### src/rtl/scs_pkg.sv
// Package with the status register map, field positions and timing constants.
package scs_pkg;
	localparam logic [7:0] STATUS_OFFSET = 8'h20;
	localparam logic [7:0] CTRL_OFFSET = 8'h24;
	localparam logic [7:0] STATUS_RESET = 8'h40;
	localparam int BIT_TX_OVERFLOW = 7;
	localparam int BIT_TX_WRITABLE = 6;
	localparam int BIT_RX_NONEMPTY = 5;
	localparam int BIT_SYNC = 4;
	localparam int BIT_CMD_EXEC = 2;
	localparam int BIT_CTS = 1;
	localparam int CTRL_BIT_POWER_DOWN = 0;
	localparam int CTRL_BIT_SYN_IRQ_EN = 1;
	localparam int FIFO_HALF_BYTES = 32;
	localparam int BUSY_LIMIT_HALF_PERIODS = 5;
	localparam logic [7:0] CMD_TX_RESET = 8'h01;
	localparam logic [7:0] CMD_REACQUIRE = 8'h04;
	typedef enum logic [1:0] {CS_IDLE, CS_RUN, CS_HOLD} scs_cmd_state_e;
endpackage : scs_pkg

### src/rtl/scs_fifo_if.sv
// Interface carrying transmit FIFO fill events between the top and the fill tracker.
`timescale 1ns/10ps
interface scs_fifo_if;
	logic push;
	logic drain;
	logic flush;
	logic overflow;
	logic writable;
	modport tracker (input push, input drain, input flush, output overflow, output writable);
	modport owner (output push, output drain, output flush, input overflow, input writable);
endinterface : scs_fifo_if

### src/rtl/scs_channel_status.sv
// Channel status register bank with command interlock, reachable over APB.
//
// Behaviour
// - Writing more than 32 bytes into transmit FIFO sets overflow flag.
// - Overflow clears on transmit reset command or when accessible half drains.
// - Receive nonempty flag follows whether accessible receive half holds bytes.
// - Reacquire command clears the sync flag; receiver hunts for SYN.
// - SYN found while hunting sets sync, raises enabled interrupt, starts filling.
// - Command executing flag reads zero when no command runs.
// - Host must not write a command while executing flag is one.
// - Executing flag lasts at most 2.5 transmit clock periods outside power-down.
// - In power-down the executing flag stays asserted.
//
// Implementation choice: the APB interface to the registers.
`timescale 1ns/10ps
module scs_channel_status (
	// Clock, reset, enable
	input wire logic CLK,
	input wire logic SYS_RST,
	input wire logic CE,
	// APB slave
	input wire logic PSEL,
	input wire logic PENABLE,
	input wire logic PWRITE,
	input wire logic [7:0] PADDR,
	input wire logic [31:0] PWDATA,
	output logic [31:0] PRDATA,
	output logic PREADY,
	output logic PSLVERR,
	// Channel events
	input wire logic TX_BYTE_WRITE,
	input wire logic TX_HALF_MOVED,
	input wire logic RX_NONEMPTY_IN,
	input wire logic SYN_MATCH,
	input wire logic TX_CLK_EDGE,
	input wire logic CTS_IN,
	// Channel controls
	output logic SYN_FOUND_IRQ,
	output logic RX_FILL_EN,
	output logic TX_RESET_PULSE
);
	scs_fifo_if fif ();
	scs_pkg::scs_cmd_state_e cmd_state_q;
	logic [7:0] command_reg_q;
	logic [7:0] ctrl_q;
	logic [3:0] half_cnt_q;
	logic sync_q;
	logic hunting_q;
	logic rx_ne_q;
	logic cts_q;
	logic [7:0] status;
	logic access;
	logic wr_cmd;
	logic wr_ctrl;
	logic mapped;

	function automatic logic is_reg(input logic [7:0] a, input logic [7:0] off);
		return a == off;
	endfunction : is_reg

	assign access = PSEL && PENABLE && CE;
	// Command writes while busy are dropped; the host is expected to poll first.
	assign wr_cmd = access && PWRITE && is_reg(PADDR, scs_pkg::STATUS_OFFSET) &&
		(cmd_state_q == scs_pkg::CS_IDLE);
	assign wr_ctrl = access && PWRITE && is_reg(PADDR, scs_pkg::CTRL_OFFSET);
	assign mapped = is_reg(PADDR, scs_pkg::STATUS_OFFSET) || is_reg(PADDR, scs_pkg::CTRL_OFFSET);

	assign fif.push = TX_BYTE_WRITE;
	assign fif.drain = TX_HALF_MOVED;
	assign fif.flush = wr_cmd && |(PWDATA[7:0] & scs_pkg::CMD_TX_RESET);

	scs_tx_tracker #(
		.DEPTH(scs_pkg::FIFO_HALF_BYTES)
	) u_tracker (
		.clk(CLK),
		.rst(SYS_RST),
		.ce(CE),
		.fif(fif)
	);

	always_comb begin
		status = 8'h00;
		status[scs_pkg::BIT_TX_OVERFLOW] = fif.overflow;
		status[scs_pkg::BIT_TX_WRITABLE] = fif.writable;
		status[scs_pkg::BIT_RX_NONEMPTY] = rx_ne_q;
		status[scs_pkg::BIT_SYNC] = sync_q;
		status[scs_pkg::BIT_CMD_EXEC] = (cmd_state_q != scs_pkg::CS_IDLE);
		status[scs_pkg::BIT_CTS] = cts_q;
	end

	// APB: zero wait states, unmapped addresses answer with an error.
	always_ff @(posedge CLK) begin
		if (SYS_RST) begin
			PRDATA <= 32'h0000_0000;
			PREADY <= 1'b0;
			PSLVERR <= 1'b0;
		end else if (CE) begin
			PREADY <= PSEL && !PENABLE;
			PSLVERR <= PSEL && !PENABLE && !mapped;
			if (PSEL && !PENABLE && !PWRITE) begin
				if (is_reg(PADDR, scs_pkg::STATUS_OFFSET)) begin
					PRDATA <= {24'h00_0000, status};
				end else if (is_reg(PADDR, scs_pkg::CTRL_OFFSET)) begin
					PRDATA <= {24'h00_0000, ctrl_q};
				end else begin
					PRDATA <= 32'h0000_0000;
				end
			end
		end
	end

	always_ff @(posedge CLK) begin
		if (SYS_RST) begin
			ctrl_q <= 8'h00;
		end else if (wr_ctrl) begin
			ctrl_q <= PWDATA[7:0];
		end
	end

	always_ff @(posedge CLK) begin
		if (SYS_RST) begin
			command_reg_q <= 8'h00;
		end else if (wr_cmd) begin
			command_reg_q <= PWDATA[7:0];
		end
	end

	// Busy is counted in half transmit clock periods, so five edges bound it at 2.5 periods.
	always_ff @(posedge CLK) begin
		if (SYS_RST) begin
			cmd_state_q <= scs_pkg::CS_IDLE;
			half_cnt_q <= 4'h0;
		end else if (CE) begin
			case (cmd_state_q)
				scs_pkg::CS_IDLE: begin
					if (wr_cmd) begin
						cmd_state_q <= ctrl_q[scs_pkg::CTRL_BIT_POWER_DOWN] ? scs_pkg::CS_HOLD : scs_pkg::CS_RUN;
						half_cnt_q <= 4'h0;
					end
				end
				scs_pkg::CS_RUN: begin
					if (ctrl_q[scs_pkg::CTRL_BIT_POWER_DOWN]) begin
						cmd_state_q <= scs_pkg::CS_HOLD;
					end else if (TX_CLK_EDGE) begin
						if (half_cnt_q >= 4'(scs_pkg::BUSY_LIMIT_HALF_PERIODS - 1)) begin
							cmd_state_q <= scs_pkg::CS_IDLE;
						end else begin
							half_cnt_q <= half_cnt_q + 4'h1;
						end
					end
				end
				scs_pkg::CS_HOLD: begin
					if (!ctrl_q[scs_pkg::CTRL_BIT_POWER_DOWN]) begin
						cmd_state_q <= scs_pkg::CS_RUN;
						half_cnt_q <= 4'h0;
					end
				end
				default: begin
					cmd_state_q <= scs_pkg::CS_IDLE;
				end
			endcase
		end
	end

	always_ff @(posedge CLK) begin
		if (SYS_RST) begin
			sync_q <= 1'b0;
			hunting_q <= 1'b0;
			SYN_FOUND_IRQ <= 1'b0;
			RX_FILL_EN <= 1'b0;
		end else if (CE) begin
			SYN_FOUND_IRQ <= 1'b0;
			if (wr_cmd && |(PWDATA[7:0] & scs_pkg::CMD_REACQUIRE)) begin
				sync_q <= 1'b0;
				hunting_q <= 1'b1;
				RX_FILL_EN <= 1'b0;
			end else if (hunting_q && SYN_MATCH) begin
				sync_q <= 1'b1;
				hunting_q <= 1'b0;
				RX_FILL_EN <= 1'b1;
				SYN_FOUND_IRQ <= ctrl_q[scs_pkg::CTRL_BIT_SYN_IRQ_EN];
			end
		end
	end

	always_ff @(posedge CLK) begin
		if (SYS_RST) begin
			rx_ne_q <= 1'b0;
			cts_q <= 1'b0;
			TX_RESET_PULSE <= 1'b0;
		end else if (CE) begin
			rx_ne_q <= RX_NONEMPTY_IN;
			cts_q <= CTS_IN;
			TX_RESET_PULSE <= fif.flush;
		end
	end
endmodule : scs_channel_status

### src/rtl/scs_tx_tracker.sv
// Transmit FIFO accessible-half fill tracker with overflow flag.
`timescale 1ns/10ps
module scs_tx_tracker #(
	parameter int DEPTH = scs_pkg::FIFO_HALF_BYTES
) (
	// Clock and control
	input wire logic clk,
	input wire logic rst,
	input wire logic ce,
	// Events
	scs_fifo_if.tracker fif
);
	logic [6:0] count_q;
	logic ovf_q;
	always_ff @(posedge clk) begin
		if (rst || fif.flush) begin
			count_q <= 7'h00;
		end else if (ce) begin
			if (fif.drain) begin
				count_q <= 7'h00;
			end else if (fif.push && count_q <= 7'(DEPTH)) begin
				count_q <= count_q + 7'h01;
			end
		end
	end
	// Set wins over a simultaneous drain so the overflowing write is not lost.
	always_ff @(posedge clk) begin
		if (rst) begin
			ovf_q <= 1'b0;
		end else if (ce) begin
			if (fif.push && count_q >= 7'(DEPTH)) begin
				ovf_q <= 1'b1;
			end else if (fif.flush || fif.drain) begin
				ovf_q <= 1'b0;
			end
		end
	end
	assign fif.overflow = ovf_q;
	assign fif.writable = (count_q < 7'(DEPTH));
endmodule : scs_tx_tracker

### config.mk
export PLATFORM = sky130hd
export DESIGN_NAME = scs_channel_status
export DESIGN_NICKNAME = d
export VERILOG_FILES = /design/src/rtl/scs_pkg.sv /design/src/rtl/scs_fifo_if.sv /design/src/rtl/scs_channel_status.sv /design/src/rtl/scs_tx_tracker.sv
export SDC_FILE = /design/constraint.sdc
export NUM_CORES = 1
export LEC_CHECK = 0
export BUFFER_PORTS_ARGS = -buffer_cell sky130_fd_sc_hd__buf_2
export CORE_UTILIZATION = 45
export DETAILED_ROUTE_END_ITERATION = 8
export GPL_ROUTABILITY_DRIVEN = 0
export PLACE_DENSITY = 0.78
export SYNTH_ARGS = -nofsm -noshare
export SYNTH_HDL_FRONTEND = slang
export SYNTH_HIERARCHICAL = 1
export SYNTH_SLANG_ARGS = --single-unit
### constraint.sdc
create_clock -name CLK -period 6 [get_ports CLK]
set_clock_uncertainty 0.1 [all_clocks]
set_input_delay 0.9 -clock CLK [delete_from_list [all_inputs] [get_ports CLK]]
set_output_delay 0.9 -clock CLK [all_outputs]
set_load 0.03 [all_outputs]
==> impl_metrics.csv <==
group,metric,value,unit
status,outcome,"complete, no violations",
route,drc,0,
synth,async_flop_share,0,
timing,grt_setup_unrepaired,"no",
route,ant_nets,0,
critical_path,worstPathRequired,6.09,ns
route,drtIter0Drc,92,
power,p_clk_frac,0.457,
clocking,clk-insertion-delay-late,0.29,ns
critical_path,cp_slowest_cell,"or4b_1",
critical_path,crit_buf_inv,2,
finish,nets,323,
power,combPwrFrac,0.098,
route,routed_wl,4.11,mm
finish,regArea,761,um^2
floorplanning,initial_core_util,0.483,
synth,netlist_area,1990,um^2
power,ir_worst_vdd,0.233,mV
critical_path,startpoint_type,"input pin",
timing,timing.hold.ws,0.337,ns
critical_path,critical_path_class,"input pin to register",
timing,max_freq,0.331,GHz
route,vias,1691,
critical_path,r2r_setup_slack,4.33,ns
synth,synthDistinctLibCells,50,
route,first_pass_iters,4,
power,power.density,256,nW/um^2
placed_design,place_hpwl,2.89,mm
power,leakage,0.945,nW
global_route,antenna_found_initial,0,
min_path,min_from,"rx_ne_q$_SDFFE_PP0P_",
clocking,numClockSinks,38,
critical_path,cp-startpoint,"PADDR[4]",
clocking,post_cts_buffers,0,
synth,ys_warn_count,6,
power,p_sw_frac,0.242,
critical_path,r2r_start,"cmd_state_q[1]$_SDFFE_PP0P_",
flow_run,maxCapViolCount,0,
finish,nFillCells,392,
clocking,cts_tree,"built",
global_route,grt_pass1_wl,6.42,mm
clocking,cts_buffer_depth,2,
placed_design,port_buffers,40,
synth,synth_flop_cell,"dfxtp_1",
finish,layout-drive-gt1-share,0.216,
critical_path,critical_path_arrival,3.11,ns
route,avgViaCountPerCell,5.30,
timing,hold_violations,0,
floorplanning,io_pins,89,
floorplanning,rows,23,
critical_path,cp_slowest_stage_delay,0.67,ns
timing,slew_headroom,0.583,
clocking,cts-root-buf,"clkbuf_8",
finish,final_util,0.544,
power,p_int,0.000434,W
clocking,hold_buffers,0,
floorplanning,coreArea,4120,um^2
power,switchingPower,0.000138,W
clocking,cts_resized,0,
critical_path,end_kind,"register",
global_route,track_usage,0.187,
critical_path,path_delay_family,"simple AND/OR/NAND/NOR gates",
clocking,path_clk_slew,0.07,ns
synth,ys_seq_area_frac,0.383,
power,p_seq_frac,0.444,
global_route,grt.overflow.total,0,
critical_path,crit_fanout,9,
synth,ys_seq_elements,38,
timing,fin_crit,3.02,ns
timing,tns,0,ns
min_path,hp-class,"register to register",
global_route,grt_start_max_net_pins,33,
timing,final.period_utilization,0.504,
floorplanning,fp.dieW,68.5,um
timing,slew_violations,0,
synth,syn_avg_cell_area,8.49,um^2
synth,syn_inst,234,
timing,tightest_slew,0.617,ns
clocking,cts-buffers-inserted,5,
route,wl_per_cell,12.9,um
finish,stdcell_count,319,
critical_path,path_cells,"buf_2 -> or4b_1 -> nor3_2 -> nand3_1 -> inv_1 -> a211oi_2 -> o211a_1 -> a41o_1",
clocking,htreeDepth,2,
global_route,grt_pass1_vias,1490,
floorplanning,die_area,4690,um^2
placed_design,dpl.cell_count,311,
finish,diodes,0,
synth,synth-edff-count,0,
floorplanning,die_h,68.5,um
finish,multiInputGateArea,1040,um^2
finish,area_delta_synth_final,12.7,%
timing,setup_viol,0,
-- cells in the mapped netlist, drive strengths merged (2+ instances only) --
library cell / instances / area [um^2]
a211oi: 2 / 20.0
nand3: 11 / 55.1
nand2: 33 / 124
a31oi: 2 / 12.5
a32oi: 6 / 52.6
nand2b: 4 / 25.0
dfxtp: 38 / 761
and2: 2 / 12.5
nand4b: 2 / 17.5
and4: 2 / 17.5
nand4: 4 / 25.0
nor3: 8 / 45.0
nor2: 13 / 48.8
clkbuf: 8 / 30.0
inv: 9 / 33.8
o21ai: 4 / 20.0
nor2b: 4 / 25.0
buf: 28 / 204
or3: 2 / 12.5
or4b: 3 / 33.8
a21oi: 17 / 96.4
ha: 3 / 37.5
a311oi: 3 / 26.3
nor4: 4 / 40.0
mux2i: 6 / 60.1
-- cell usage in the layout, fill, tap and decap left out, types with 5 or more instances in the layout --
cell type  netlist  routed
inv_1            9       9
clkbuf_8         0       5
nor2_1          13      13
mux2i_1          6       6
nand3_1         11      11
a21oi_1         16      16
buf_2            1      40
nor3_1           7       7
a32oi_1          6       6
dfxtp_1         38      38
conb_1           1      24
nand2_1         33      33
-- logic make-up after synthesis --
family                     Yosys count  share of synthesized area
muxes                                6                     0.0302
AOI/OAI and AO/OA                   44                      0.162
and+or+nand+nor                     97                      0.269
buffers and inverters               45                      0.135
other                                1                    0.00189
DFF                                 38                      0.383
adders and majority gates            3                     0.0189
-- registers in the layout, indices dropped and copies added, names as in the netlist --
signal / count
rx_ne_q: 1
ctrl_q: 8
PSLVERR: 1
TX_RESET_PULSE: 1
half_cnt_q: 4
cts_q: 1
sync_q: 1
u_tracker/count_q: 7
PRDATA: 8
hunting_q: 1
SYN_FOUND_IRQ: 1
cmd_state_q: 2
PREADY: 1
u_tracker/fif.overflow: 1
-- worst min-delay path, stage by stage (launching register included) --
cell	delay, ns
dfxtp_1	0.31
nand2_1	0.05
nand2_1	0.04
-- layout make-up --
cell class / instances / share of cell area
clock buffer: 5 / 0.0307
tap: 50 / 0.0279
clock inverter: 3 / 0.0307
sequential: 38 / 0.340
inverter: 9 / 0.0151
multi-input combinational: 174 / 0.466
timing repair buffer: 40 / 0.0894
-- metrics by stage --
stage / area [um^2] / setup slack (ns) / power [W]
global route: 2240 / 2.91 / 0.000594
finish: 2240 / 2.98 / 0.000573
floorplan: 2070 / 3.21 / 0.000313
CTS: 2240 / 3.00 / 0.000579
global placement: 2100 / 2.75 / 0.000316
detailed placement: 2100 / 2.71 / 0.000316
-- worst paths after layout --
kind	cells after the start	end
max	8	u_tracker/count_q[2]$_SDFFE_PP0P_
min	2	PRDATA[5]$_SDFFE_PP0P_
max reg2reg	6	u_tracker/count_q[2]$_SDFFE_PP0P_
min reg2reg	2	PRDATA[5]$_SDFFE_PP0P_
-- power by group through the flow --
| stage | clock [W] | combinational (W) | sequential [W] |
|---|---|---|---|
| 4_1_cts | 0.000269 | 0.0000560 | 0.000255 |
| 2_1_floorplan | 0 | 0.0000516 | 0.000261 |
| 5_1_grt | 0.000278 | 0.0000617 | 0.000255 |
| 3_3_place_gp | 0 | 0.0000554 | 0.000260 |
| 6_report | 0.000262 | 0.0000564 | 0.000255 |
| 3_5_place_dp | 0 | 0.0000559 | 0.000261 |
-- layer usage --
metal  vias up  GRT usage  routed length (um)
met1       775      0.216                1880
met3         6     0.0550                 275
met5         -          0                   0
met2        53      0.328                1920
met4         0     0.0547                  29
li1        857          -                   -
Note: power is estimated with default switching activity, not from simulation.
